**src/hdl/pws_regs.vh**
```
// register offsets, field positions, reset values and timing counts for the pll wrapper
// assumes inclusion by its bare name from the wrapper module
`ifndef PWS_REGS_VH
`define PWS_REGS_VH

// ----------------------------------------
// register indices; the byte address is four times the index
// ----------------------------------------
`define PWS_STATUS_IDX 4'h0
`define PWS_CONTROL_IDX 4'h1
`define PWS_IRQ_STATUS_IDX 4'h2
`define PWS_IRQ_ENABLE_IDX 4'h3
`define PWS_IRQ_CLEAR_IDX 4'h4
`define PWS_CONFIG_IDX 4'h5

// ----------------------------------------
// field positions
// ----------------------------------------
`define PWS_ST_LOCK_BIT 0
`define PWS_ST_PDONE_BIT 1
`define PWS_CT_LOOP_RST_BIT 0
`define PWS_CT_DET_EN_BIT 1
`define PWS_IRQ_LOCK_GAIN_BIT 0
`define PWS_IRQ_LOCK_LOSS_BIT 1
`define PWS_IRQ_PDONE_BIT 2
`define PWS_CFG_RST_REG_BIT 0
`define PWS_CFG_EN_REG_BIT 1
`define PWS_CFG_PDONE_REG_BIT 2

// ----------------------------------------
// reset values
// ----------------------------------------
`define PWS_CT_RESET 2'h2
`define PWS_CT_LOOP_RST_RESET 1'b0
`define PWS_CT_DET_EN_RESET 1'b1
`define PWS_IRQ_EN_RESET 3'h0
`define PWS_CFG_RESET 3'h7

// ----------------------------------------
// timing
// ----------------------------------------
`define PWS_CLK_PERIOD_NS 5
`define PWS_LOOP_RST_NS 1000
`define PWS_LOOP_RST_CYC ((`PWS_LOOP_RST_NS + `PWS_CLK_PERIOD_NS - 1) / `PWS_CLK_PERIOD_NS)

// ----------------------------------------
// axi responses
// ----------------------------------------
`define PWS_RESP_OKAY 2'h0
`define PWS_RESP_SLVERR 2'h2

`endif

```
**src/hdl/pws_pll_wrapper.v**
```verilog
// pll wrapper: reset sequencing, status/control bits over axi4-lite, interrupt
// assumes the loop itself is outside; its lock and phase-done come in asynchronously
//
// Implementation choices: the register addresses and the AXI4-Lite interface to the registers.
module pws_pll_wrapper (
   // clock, reset, enable
   input wire aclk,
   input wire aresetn,
   input wire clk_en,
   // axi4-lite write address
   input wire [31:0] s_axi_awaddr,
   input wire s_axi_awvalid,
   output reg s_axi_awready,
   // axi4-lite write data
   input wire [31:0] s_axi_wdata,
   input wire [3:0] s_axi_wstrb,
   input wire s_axi_wvalid,
   output reg s_axi_wready,
   // axi4-lite write response
   output reg [1:0] s_axi_bresp,
   output reg s_axi_bvalid,
   input wire s_axi_bready,
   // axi4-lite read address
   input wire [31:0] s_axi_araddr,
   input wire s_axi_arvalid,
   output reg s_axi_arready,
   // axi4-lite read data
   output reg [31:0] s_axi_rdata,
   output reg [1:0] s_axi_rresp,
   output reg s_axi_rvalid,
   input wire s_axi_rready,
   // loop side
   input wire loop_locked_async,
   input wire loop_phase_done_async,
   output reg loop_reset_q,
   output reg loop_enable_q,
   output reg det_enable_q,
   // exported pins
   input wire ext_loop_reset,
   input wire ext_loop_enable,
   output reg lock_out_q,
   output reg phase_done_out_q,
   output reg sys_reset_n_q,
   output reg irq_q
);
`include "pws_regs.vh"

   localparam [1:0] ST_CFG_RST = 2'h0;
   localparam [1:0] ST_WAIT_LOCK = 2'h1;
   localparam [1:0] ST_RUN = 2'h2;
   localparam [31:0] RST_CYC_FULL = `PWS_LOOP_RST_CYC;
   localparam [15:0] RST_CYC = RST_CYC_FULL[15:0];

   // ----------------------------------------
   // synchronisers
   // ----------------------------------------
   reg [1:0] lock_sync_q;
   reg [1:0] pdone_sync_q;
   reg [1:0] xrst_sync_q;
   reg [1:0] xen_sync_q;
   reg lock_prev_q;
   reg pdone_prev_q;

   // every loop and pin input is foreign to aclk; only the second stage is read
   always @(posedge aclk) begin
      if (!aresetn) begin
         lock_sync_q <= 2'h0;
         pdone_sync_q <= 2'h0;
         xrst_sync_q <= 2'h0;
         xen_sync_q <= 2'h3;
         lock_prev_q <= 1'b0;
         pdone_prev_q <= 1'b0;
      end else if (clk_en) begin
         lock_sync_q <= {lock_sync_q[0], loop_locked_async};
         pdone_sync_q <= {pdone_sync_q[0], loop_phase_done_async};
         xrst_sync_q <= {xrst_sync_q[0], ext_loop_reset};
         xen_sync_q <= {xen_sync_q[0], ext_loop_enable};
         lock_prev_q <= lock_sync_q[1];
         pdone_prev_q <= pdone_sync_q[1];
      end
   end

   wire lock_s = lock_sync_q[1];
   wire pdone_s = pdone_sync_q[1];

   // ----------------------------------------
   // registers
   // ----------------------------------------
   reg ctl_rst_q;
   reg ctl_det_q;
   reg [2:0] cfg_q;
   reg [2:0] irq_st_q;
   reg [2:0] irq_en_q;
   reg [1:0] seq_q;
   reg [15:0] cnt_q;

   // a register-mapped reset input ignores the pin; an exported one ignores the bit
   wire rst_by_reg = cfg_q[`PWS_CFG_RST_REG_BIT];
   wire rst_req = rst_by_reg ? ctl_rst_q : xrst_sync_q[1];

   // ----------------------------------------
   // axi4-lite slave
   // ----------------------------------------
   reg aw_got_q;
   reg w_got_q;
   reg [3:0] aw_idx_q;
   reg aw_ok_q;
   reg [31:0] wdata_q;
   reg wlane0_q;

   // byte address is four times the index; anything beyond the map answers slverr
   function [4:0] dec;
      input [31:0] a;
      begin
         dec = {(a[31:5] == 27'h0) && (a[4:2] <= 3'h5), a[5:2]};
      end
   endfunction

   wire [4:0] awd = dec(s_axi_awaddr);
   wire [4:0] ard = dec(s_axi_araddr);
   // a write lands once, in the cycle its response is raised
   wire do_write = aw_got_q && w_got_q && !s_axi_bvalid;
   wire wr_ok = do_write && aw_ok_q && wlane0_q;

   reg [31:0] rd_val;
   always @* begin
      rd_val = 32'h0;
      case (ard[3:0])
         `PWS_STATUS_IDX: rd_val = {30'h0, pdone_s, lock_s};
         `PWS_CONTROL_IDX: rd_val = {30'h0, ctl_det_q, ctl_rst_q};
         `PWS_IRQ_STATUS_IDX: rd_val = {29'h0, irq_st_q};
         `PWS_IRQ_ENABLE_IDX: rd_val = {29'h0, irq_en_q};
         `PWS_CONFIG_IDX: rd_val = {29'h0, cfg_q};
         default: rd_val = 32'h0;
      endcase
   end

   always @(posedge aclk) begin
      if (!aresetn) begin
         s_axi_awready <= 1'b0;
         s_axi_wready <= 1'b0;
         s_axi_bvalid <= 1'b0;
         s_axi_bresp <= `PWS_RESP_OKAY;
         s_axi_arready <= 1'b0;
         s_axi_rvalid <= 1'b0;
         s_axi_rresp <= `PWS_RESP_OKAY;
         s_axi_rdata <= 32'h0;
         aw_got_q <= 1'b0;
         w_got_q <= 1'b0;
         aw_idx_q <= 4'h0;
         aw_ok_q <= 1'b0;
         wdata_q <= 32'h0;
         wlane0_q <= 1'b0;
      end else if (clk_en) begin
         // readies idle on alternate cycles: costs throughput, keeps every ready registered
         s_axi_awready <= !aw_got_q && !s_axi_awready;
         s_axi_wready <= !w_got_q && !s_axi_wready;
         if (s_axi_awvalid && s_axi_awready) begin
            aw_got_q <= 1'b1;
            aw_idx_q <= awd[3:0];
            aw_ok_q <= awd[4];
            s_axi_awready <= 1'b0;
         end
         if (s_axi_wvalid && s_axi_wready) begin
            w_got_q <= 1'b1;
            wdata_q <= s_axi_wdata;
            wlane0_q <= s_axi_wstrb[0];
            s_axi_wready <= 1'b0;
         end
         if (do_write) begin
            s_axi_bvalid <= 1'b1;
            s_axi_bresp <= aw_ok_q ? `PWS_RESP_OKAY : `PWS_RESP_SLVERR;
         end
         if (s_axi_bvalid && s_axi_bready) begin
            s_axi_bvalid <= 1'b0;
            aw_got_q <= 1'b0;
            w_got_q <= 1'b0;
         end
         s_axi_arready <= !s_axi_rvalid && !s_axi_arready;
         if (s_axi_arvalid && s_axi_arready) begin
            s_axi_arready <= 1'b0;
            s_axi_rvalid <= 1'b1;
            s_axi_rdata <= ard[4] ? rd_val : 32'h0;
            s_axi_rresp <= ard[4] ? `PWS_RESP_OKAY : `PWS_RESP_SLVERR;
         end
         if (s_axi_rvalid && s_axi_rready)
            s_axi_rvalid <= 1'b0;
      end
   end

   // ----------------------------------------
   // control, config and interrupt registers
   // ----------------------------------------
   wire [2:0] irq_ev = {pdone_s & ~pdone_prev_q, ~lock_s & lock_prev_q, lock_s & ~lock_prev_q};
   wire [2:0] irq_clr = (wr_ok && aw_idx_q == `PWS_IRQ_CLEAR_IDX) ? wdata_q[2:0] : 3'h0;

   always @(posedge aclk) begin
      if (!aresetn) begin
         ctl_rst_q <= `PWS_CT_LOOP_RST_RESET;
         ctl_det_q <= `PWS_CT_DET_EN_RESET;
         cfg_q <= `PWS_CFG_RESET;
         irq_st_q <= 3'h0;
         irq_en_q <= `PWS_IRQ_EN_RESET;
      end else if (clk_en) begin
         // the reset bit self-clears once the loop reset has been issued
         if (wr_ok && aw_idx_q == `PWS_CONTROL_IDX) begin
            ctl_rst_q <= wdata_q[`PWS_CT_LOOP_RST_BIT];
            ctl_det_q <= wdata_q[`PWS_CT_DET_EN_BIT];
         end else if (seq_q == ST_CFG_RST && cnt_q == RST_CYC) begin
            ctl_rst_q <= 1'b0;
         end
         if (wr_ok && aw_idx_q == `PWS_CONFIG_IDX)
            cfg_q <= wdata_q[2:0];
         if (wr_ok && aw_idx_q == `PWS_IRQ_ENABLE_IDX)
            irq_en_q <= wdata_q[2:0];
         // a new event wins over a clear in the same cycle
         irq_st_q <= (irq_st_q & ~irq_clr) | irq_ev;
      end
   end

   // ----------------------------------------
   // reset sequencer
   // ----------------------------------------
   always @(posedge aclk) begin
      if (!aresetn) begin
         seq_q <= ST_CFG_RST;
         cnt_q <= 16'h0;
      end else if (clk_en) begin
         // the pulse is counted from entry, so even a one-cycle request gets its full length
         case (seq_q)
            ST_CFG_RST: begin
               if (cnt_q == RST_CYC) begin
                  seq_q <= ST_WAIT_LOCK;
                  cnt_q <= 16'h0;
               end else begin
                  cnt_q <= cnt_q + 16'h1;
               end
            end
            ST_WAIT_LOCK: begin
               // a request while waiting for lock restarts the whole pulse
               if (rst_req) begin
                  seq_q <= ST_CFG_RST;
               end else if (lock_s) begin
                  seq_q <= ST_RUN;
               end
            end
            ST_RUN: begin
               if (rst_req) begin
                  seq_q <= ST_CFG_RST;
                  cnt_q <= 16'h0;
               end else if (!lock_s) begin
                  // output clocks are unreliable once lock is lost, so hold the system
                  seq_q <= ST_WAIT_LOCK;
               end
            end
            default: seq_q <= ST_CFG_RST;
         endcase
      end
   end

   // ----------------------------------------
   // outputs
   // ----------------------------------------
   always @(posedge aclk) begin
      if (!aresetn) begin
         loop_reset_q <= 1'b1;
         loop_enable_q <= 1'b1;
         det_enable_q <= 1'b1;
         lock_out_q <= 1'b0;
         phase_done_out_q <= 1'b0;
         sys_reset_n_q <= 1'b0;
         irq_q <= 1'b0;
      end else if (clk_en) begin
         loop_reset_q <= (seq_q == ST_CFG_RST) || rst_req;
         loop_enable_q <= cfg_q[`PWS_CFG_EN_REG_BIT] ? 1'b1 : xen_sync_q[1];
         det_enable_q <= ctl_det_q;
         lock_out_q <= lock_s;
         phase_done_out_q <= cfg_q[`PWS_CFG_PDONE_REG_BIT] ? 1'b0 : pdone_s;
         // release needs run state, lock and no pending request all at once
         sys_reset_n_q <= (seq_q == ST_RUN) && lock_s && !rst_req;
         // irq follows the next status so it rises with the event, not a cycle later
         irq_q <= |(((irq_st_q & ~irq_clr) | irq_ev) & irq_en_q);
      end
   end
   // clocks from the loop bypass this module; internal ones may clock logic
endmodule

```
**config.mk**
```make
export PLATFORM = sky130hd
export DESIGN_NAME = pws_pll_wrapper
export DESIGN_NICKNAME = d
export VERILOG_FILES = /design/src/hdl/pws_pll_wrapper.v
export VERILOG_INCLUDE_DIRS = /design/src /design/src/hdl
export SDC_FILE = /design/constraint.sdc
export NUM_CORES = 1
export LEC_CHECK = 0
export BUFFER_PORTS_ARGS = -buffer_cell sky130_fd_sc_hd__buf_2
export CORE_UTILIZATION = 50
export CTS_CLUSTER_SIZE = 20
export DETAILED_ROUTE_END_ITERATION = 6
export PLACE_DENSITY = 0.84
export REMOVE_ABC_BUFFERS = 1
export SLEW_MARGIN = 30
export SYNTH_ARGS = -nofsm -noshare
export SYNTH_HDL_FRONTEND = slang
export SYNTH_SLANG_ARGS = --single-unit
```
**constraint.sdc**
```tcl
create_clock -name aclk -period 5.2 [get_ports aclk]
set_input_delay 0.52 -clock aclk [delete_from_list [all_inputs] [get_ports aclk]]
set_output_delay 0.52 -clock aclk [all_outputs]
set_load 0.02 [all_outputs]
```
==> run_results.csv, run 1 <==
group,metric,value,unit
status,status,"completed",
place,placed_cells,568,
timing,rsz0062_at_grt,"false",
final_layout,final.fill_count,552,
drt,routed_wl,7950,um
timing,slew_violations,0,
synth,synth_xor_area_share,0.256,%
drt,wire_per_inst,13.6,um
drt,antenna_left,0,
final_layout,drive_gt1_share,24.7,%
floorplan,dieArea,0.00717,mm^2
worst_setup_path,crit_type,"input port to register",
worst_setup_path,path_max_fanout,33,
worst_setup_path,startpoint_type,"input port",
synth,avgSynthCellArea,8.29,um^2
timing,setup_viol_count_final,0,
synth,syn-instance-count,412,
worst_setup_path,path_cells,"buf_2, and4b_1, nand4bb_1, nor3b_1, mux2i_1, nor2_1",
power,irDropWorstVdd,0.219,mV
global_routing,grt_pass1_wl,13300,um
global_routing,grtUsageMet3,6.59,%
timing,fin_tns_setup,0,ns
clocking,h-tree-depth,3,
drt,dr.pass1.iters,7,
clocking,cts_setup_buffers,0,
drt,drc,0,
clocking,clkLatencyLatePin,0.35,ns
clocking,cts_hold_buf,0,
clocking,cts_resized,0,
clocking,cts_buffers,9,
global_routing,grt.met1_usage,25.8,%
synth,syn_area,0.00342,mm^2
synth,synth_compound_area_share,12.9,%
clocking,cts_root_buf,"clkbuf_8",
clocking,cts_sinks,66,
floorplan,core-area,0.00646,mm^2
timing,fin_crit,2.42,ns
drt,first_iter_violations,145,
worst_setup_path,cpPeakStageDelay,0.63,ns
final_layout,final_nets,616,
place,pre_cts_ws,2.46,ns
synth,synth_edf_count,0,
place,io_buffers,92,
synth,yosys-top-cells-area,"dfxtp_1, mux2i_1, buf_4",
worst_setup_path,worstSetupEndpointType,"register",
worst_setup_path,critPathArrivalTime,2.65,ns
power,p_per_area,279,mW/mm^2
run,max-cap-violations,0,
synth,async_reset_ff_share,0,%
timing,max_freq,0.413,GHz
timing,relSlewSlack,54.7,%
global_routing,grt_overflow,0,
timing,min_period_over_period,46.6,%
timing,finalWorstSetupSlack,2.78,ns
global_routing,grt_max_degree,40,
floorplan,row_count,29,
synth,ys_warn_count,0,
synth,synthMuxAreaShare,9.19,%
synth,netlist.area_leader.share,38.7,%
timing,tightest_slew,0.679,ns
final_layout,diodes,0,
global_routing,antenna_found_initial,0,
hold_path,hp-class,"input port to register",
global_routing,grt_pass1_vias,3137,
floorplan,die_h,84.7,um
synth,synth_top_family_by_area,"simple AND/OR/NAND/NOR gates",
worst_setup_path,worst-endpoint-required,5.43,ns
power,p_leak,0.00172,uW
synth,ys_types,57,
global_routing,grt_usage,23.2,%
synth,synth-simple-area-share,27.9,%
clocking,cts_tree,"built",
synth,synth_flop_cell,"dfxtp_1",
floorplan,die_x,84.7,um
place,dp_hpwl,5820,um
worst_setup_path,critPathSlowestCell,"nor3b_1",
global_routing,grt.busiest_layer,"met2",
synth,yosys-top-cells-count,"dfxtp_1, nand2_1, buf_4, nor2_1, mux2i_1",
timing,fin_skew,0.00605,ns
final_layout,finish.utilization,62.4,%
drt,via_per_inst,5.54,
synth,yosys.cell_count.top_type,"dfxtp_1",
drt,via_count,3238,
final_layout,area_growth,18.0,%
floorplan,num_io_pins,160,
clocking,clk_path_buf_depth,2,
synth,ys_seq_area_share,38.7,%
final_layout,final_cells,584,
synth,yosys_register_bits,66,
clocking,path_clk_slew,0.07,ns
global_routing,use_met2,41.2,%
place,routabilityCongestion,0.849,
timing,hold_viol,0,
floorplan,start_util,52.9,%
synth,synth_area_leader_cell,"dfxtp_1",
synth,yosys.area_share.adder,0.732,%
==> per-stage QoR <==
step | instance area [um^2] | hold slack, ns | total power (uW)
floorplan | 3230 | 0.433 | 597
global placement | 3800 | 0.444 | 645
detailed placement | 3800 | 0.453 | 648
CTS | 4030 | 0.355 | 1130
global route | 4030 | 0.368 | 1160
finish | 4030 | 0.367 | 1120
==> final cells by class <==
type	instances	area, um^2	area share [%]
flip-flops and latches	66	1320	32.8
clock inverters	6	88.8	2.20
clock buffers	10	138	3.41
well taps	77	96.3	2.39
inverters	14	52.6	1.30
multi-input cells	317	1860	46.1
repair buffers	94	475	11.8
==> critical path: cells and delay by family <==
kind	cells	cell delay [ns]
buf+inv	1	0.53
mux	1	0.26
simple gates	4	1.32
==> logic make-up after synthesis <==
family	count (synthesis)
AND/OR/NAND/NOR	177
AO/OA/AOI/OAI	75
flip-flops	66
buffers and inverters	59
multiplexers	31
adder cells (fa/ha/maj)	2
other	1
XOR/XNOR	1
==> power by group <==
part           switching (uW)  leakage [uW]  internal, uW
registers                8.79      0.000535           515
clock network             203      0.000109           284
logic                    69.6       0.00107          43.7
total                     281       0.00172           842
==> per-layer routing <==
metal / wire length (um) / vias up
met5: 0 / -
met4: 107 / 0
met3: 463 / 11
met2: 4100 / 122
met1: 3280 / 1505
li1: - / 1600
==> state kept, by name, summed over array words and instances, names as in the netlist, 3 cells and up <==
name	flops
cnt_q	16
aw_idx_q	4
cfg_q	3
irq_en_q	3
irq_st_q	3
s_axi_rdata	3
wdata_q	3
==> cells in the final DEF (no fill, tap or decap), types with 9 or more instances in the layout <==
master	netlist	layout
inv_1	13	13
nand2_1	41	41
conb_1	1	31
nand3_1	18	18
dfxtp_1	66	66
nand4_1	9	9
buf_2	1	92
o21ai_0	26	26
mux2i_1	28	28
nor2_1	31	31
clkbuf_8	1	10
nor4_1	15	15
a21oi_1	24	24
nor3_1	15	15
==> final timing paths <==
kind	slack [ns]	from	cells past startpoint	endpoint
hold / removal	0.37	s_axi_rready	2	s_axi_rvalid
hold reg to reg	0.46	s_axi_bresp[1]	2	s_axi_bresp[1]
setup reg to reg	3.09	cnt_q[0]	8	cnt_q[8]
setup / recovery	2.78	clk_en	6	irq_en_q[1]
No activity file was read; power rests on OpenSTA's default activity.
==> run 2, diff against run 1 <==
Settings changed: CORE_UTILIZATION 50 to 42, PLACE_DENSITY 0.84 to 0.75.
Clock period 5.2 ns to 2.2 ns, I/O delays scaled along.
==> run 2 against run 1 <==
  * Via count is 0.43% lower
  * Routed wire length is 1.6% lower
  * Cell count is 5.7% higher
  * Flip-flop and latch count stayed put
  * Count of clock-buffer cells in the layout is 2 higher
  * Clock skew is 0.0021 ns higher
  * Critical path type is now register to register
  * Critical endpoint is now cnt_q[14]
==> run_results.csv, run 2 (synthesized netlist as in run 1, its figures left out) <==
group,metric,value,unit
clocking,cts_root_buf,"clkbuf_8",
drt,dr.pass1.iters,4,
final_layout,diodes,0,
final_layout,area_growth,19.8,%
worst_setup_path,startpoint_type,"register",
final_layout,top_regs,"cnt_q (16), aw_idx_q (4)",
timing,setup_viol_count_final,0,
global_routing,grt_pass1_wl,12700,um
timing,rsz0062_at_grt,"false",
floorplan,start_util,43.8,%
floorplan,num_io_pins,160,
worst_setup_path,crit_type,"register to register",
clocking,path_clk_slew,0.07,ns
floorplan,die_x,92.2,um
hold_path,whs_path_depth,2,
timing,finalWorstSetupSlack,0.159,ns
place,placed_cells,599,
place,dp_hpwl,5820,um
place,routabilityCongestion,0.862,
drt,antenna_left,0,
clocking,clkLatencyLatePin,0.33,ns
worst_setup_path,path_max_fanout,7,
floorplan,core-area,0.00781,mm^2
timing,max_freq,0.490,GHz
timing,fin_tns_setup,0,ns
drt,wire_per_inst,12.7,um
final_layout,final.fill_count,737,
global_routing,grt_overflow,0,
final_layout,largest_reg_flops,16,
worst_setup_path,worstSetupEndpointType,"register",
clocking,cts_buffers,9,
clocking,cts_hold_buf,0,
drt,first_iter_violations,152,
worst_setup_path,rr_worst_depth,6,
place,pre_cts_ws,0.136,ns
run,max-cap-violations,0,
final_layout,seq_area,0.00132,mm^2
power,p_leak,0.00175,uW
timing,min_period_over_period,92.8,%
worst_setup_path,worst-endpoint-required,2.39,ns
floorplan,dieArea,0.00850,mm^2
floorplan,die_h,92.2,um
drt,via_per_inst,5.23,
clocking,cts_sinks,66,
global_routing,grt_pass1_vias,2906,
drt,via_count,3224,
global_routing,grt_max_degree,41,
clocking,clk_path_buf_depth,2,
power,p_per_area,585,mW/mm^2
global_routing,antenna_found_initial,0,
power,irDropWorstVdd,0.361,mV
timing,hold_viol,0,
drt,drc,0,
hold_path,hp-class,"input port to register",
timing,fin_crit,2.04,ns
worst_setup_path,critPathArrivalTime,2.23,ns
timing,tightest_slew,0.497,ns
global_routing,grt_usage,18.6,%
status,status,"completed",
drt,routed_wl,7820,um
final_layout,final_cell_mix,"buf_2, dfxtp_1, nand2_1, nor2_1, conb_1",
clocking,h-tree-depth,3,
final_layout,final_nets,625,
clocking,cts_tree,"built",
place,placed_area,0.00388,mm^2
final_layout,drive_gt1_share,25.6,%
timing,holdWs,0.0973,ns
final_layout,multi_input_area,0.00188,mm^2
worst_setup_path,r2r_setup_slack,0.16,ns
timing,slew_violations,0,
place,io_buffers,92,
final_layout,largest_register,"cnt_q",
timing,relSlewSlack,66.5,%
timing,fin_skew,0.00813,ns
final_layout,final_common_cell,"buf_2",
final_layout,finalInstanceArea,0.00410,mm^2
final_layout,final_cells,617,
floorplan,row_count,32,
## run 2: cell types whose count changed in the layout (fill, tap and decap cells not counted), sizes merged
cell / delta
clkbuf: +2
inv: -1
clkinvlp: -2
clkinv: +2
buf: +8
bufinv: -2
clkdlybuf4s15: +1
## run 2: cell type report
cell class | instances | area share (%)
multi-input cells | 317 | 45.8
flip-flops and latches | 66 | 32.3
repair buffers | 103 | 13.4
clock buffers | 12 | 3.79
well taps | 102 | 3.12
inverters | 14 | 1.28
clock inverters | 3 | 0.367
## run 2: repair_timing
item / CTS / global route
endpoints found under the setup margin: 0 / 3
endpoints found under the hold margin: 0 / 0
buffers inserted: 0 / 2
resized for setup: 0 / 2
## run 2: worst max-delay path: stages, from the launching register on
cell and delay (ns):
dfxtp_1 0.37, or4_1 0.60, nor4_4 0.34, buf_4 0.20
nand2b_1 0.18, or3_1 0.13, a31oi_1 0.08
## run 2: worst paths after layout
path | start | endpoint
max | cnt_q[2] | cnt_q[14]
min | s_axi_rready | s_axi_rvalid
max reg2reg | cnt_q[2] | cnt_q[14]
min reg2reg | s_axi_bresp[1] | s_axi_bresp[1]
## run 2: layer usage
layer / track usage (%) / wire length (um) / vias up
met1: 22.0 / 3460 / 1476
met2: 32.2 / 3800 / 115
met3: 3.98 / 395 / 12
met5: 0 / 0 / -
li1: - / - / 1621
met4: 8.20 / 166 / 0
## run 2: through the flow
step	util (%)	power, uW
6_report	52.5	2400
5_1_grt	52.5	2520
4_1_cts	51.9	2420
3_5_place_dp	49.7	1540
3_3_place_gp	49.7	1530
2_1_floorplan	-	1410
## run 2: power breakdown
group	switching, uW	internal [uW]	leakage (uW)
combinational	166	108	0.00113
clock	424	459	0.0000920
sequential	20.9	1220	0.000535
total	611	1790	0.00175
==> run 3, diff against run 2 <==
==> constraint.sdc (replaced) <==
create_clock -name aclk -period 2.2 [get_ports aclk]
set_input_delay 0.44 -clock aclk [delete_from_list [all_inputs] [get_ports aclk]]
set_output_delay 0.44 -clock aclk [all_outputs]
set_load 0.02 [all_outputs]
==> run 3 against run 2 <==
  * Setup slack got worse by 0.036 ns
  * Core utilization decreased by 0.14 points
  * Total power increased by 0.64%
  * Worst hold slack improved by 0.21 ns
  * Critical path type unchanged
==> run_results.csv, run 3 (synthesized netlist as in run 1, its figures left out) <==
group,metric,value,unit
worst_setup_path,startpoint_type,"register",
worst_setup_path,path_cells,"inv_1, ha_1, or3b_2, nor4_4, nand3b_2, o21bai_1, mux2_2",
final_layout,finalInstanceArea,0.00408,mm^2
worst_setup_path,worstSetupEndpointType,"register",
worst_setup_path,path_max_fanout,9,
global_routing,antenna_found_initial,0,
power,p_leak,0.00173,uW
clocking,cts_root_buf,"clkbuf_8",
final_layout,largest_register,"cnt_q",
power,p_per_area,591,mW/mm^2
timing,hold_viol,0,
power,intPower,1790,uW
global_routing,grt_overflow,0,
floorplan,row_count,32,
status,status,"completed",
worst_setup_path,r2r_start,"cnt_q[0]",
place,placed_area,0.00389,mm^2
power,p_sw,621,uW
worst_setup_path,crit_type,"register to register",
floorplan,start_util,43.8,%
worst_setup_path,worst-endpoint-required,2.42,ns
timing,min_period_over_period,94.4,%
power,combPwrFrac,11.5,%
place,io_buffers,92,
timing,fin_skew,0.00502,ns
hold_path,hp-class,"input port to register",
drt,via_count,3228,
clocking,cts_tree,"built",
clocking,path_clk_slew,0.07,ns
hold_path,min-delay-start,"s_axi_rready",
clocking,clk_path_buf_depth,2,
power,irDropWorstVdd,0.289,mV
power,switching_share,25.7,%
global_routing,grt_pass1_wl,13800,um
drt,wire_per_inst,13.2,um
final_layout,largest_reg_flops,16,
drt,routed_wl,8120,um
place,dp_hpwl,6140,um
final_layout,area_growth,19.5,%
timing,rsz0062_at_grt,"true",
floorplan,die_x,92.2,um
floorplan,num_io_pins,160,
final_layout,final_cell_mix,"buf_2, dfxtp_1, nand2_1, nor2_1, conb_1",
drt,drc,0,
worst_setup_path,cpLargestDelayFamily,"simple AND/OR/NAND/NOR gates",
clocking,cts_sinks,66,
timing,fin_crit,2.08,ns
power,sequentialPowerShare,51.4,%
worst_setup_path,r2r_setup_slack,0.12,ns
clocking,cts_buffers,9,
global_routing,grt_pass1_vias,3047,
worst_setup_path,critPathSlowestCell,"or3b_2",
timing,fin_tns_setup,0,ns
floorplan,dieArea,0.00850,mm^2
global_routing,grt_max_degree,43,
global_routing,grt_usage,20.4,%
final_layout,drive_gt1_share,25.5,%
drt,first_iter_violations,141,
worst_setup_path,path_buf_inv,1,
timing,setup_viol_count_final,0,
worst_setup_path,cpPeakStageDelay,0.48,ns
clocking,h-tree-depth,3,
place,routabilityCongestion,0.870,
drt,via_per_inst,5.24,
clocking,cts_hold_buf,0,
timing,max_freq,0.481,GHz
power,power_frac_clock,37.1,%
drt,antenna_left,0,
timing,slew_violations,0,
worst_setup_path,startpoint,"cnt_q[0]",
floorplan,die_h,92.2,um
floorplan,core-area,0.00781,mm^2
final_layout,final_common_cell,"buf_2",
worst_setup_path,critPathArrivalTime,2.30,ns
clocking,clkLatencyLatePin,0.34,ns
drt,dr.pass1.iters,4,
run,max-cap-violations,0,
final_layout,diodes,0,
final_layout,final_nets,624,
final_layout,top_regs,"cnt_q (16), aw_idx_q (4)",
run 3: path summary, 6_finish.rpt:
path	to	cells past startpoint
worst max-delay path	cnt_q[12]	7
worst min register to register	phase_done_out_q	2
worst min-delay path	s_axi_rvalid	2
worst max register to register	cnt_q[12]	7
run 3: through the flow:
step	util, %	cells	worst slack (ns)	power (uW)	hold WS (ns)
floorplan	-	397	-0.291	1410	0.433
global placement	49.8	600	0.142	1530	0.452
detailed placement	49.8	600	0.113	1540	0.464
CTS	52.0	615	0.0872	2430	0.294
global route	52.3	616	-0.00456	2520	0.290
finish	52.3	616	0.122	2410	0.305
run 3: cell type report:
cell class / instances / area [um^2]
clock buffer: 13 / 159
clock inverter: 2 / 12.5
fill: 752 / 3720
inverter: 14 / 52.6
multi-input combinational: 317 / 1880
sequential: 66 / 1320
tap: 102 / 128
timing repair buffer: 102 / 536
run 3: repair_timing:
item                                   4_1_cts  5_1_grt
endpoints found under the hold margin        0        0
gates resized for setup                      0        2
setup endpoints to repair                    0        5
buffers inserted                             0        1
run 3: layer usage:
metal	track usage [%]	wire length [um]	vias up	part of all wire, %
met3	4.81	440	10	5.4
met1	24.2	3470	1488	43
met2	35.4	4070	115	50
met5	0	0	-	0
met4	8.20	140	0	1.7
li1	-	-	1615	-
run 3: power groups by stage:
stage	clock network (uW)	registers, uW	logic, uW
final	895	1240	277
after floorplan	0	1270	141
after detailed placement	0	1270	275
after global routing	974	1240	307
after CTS	920	1240	275
after global placement	0	1270	269
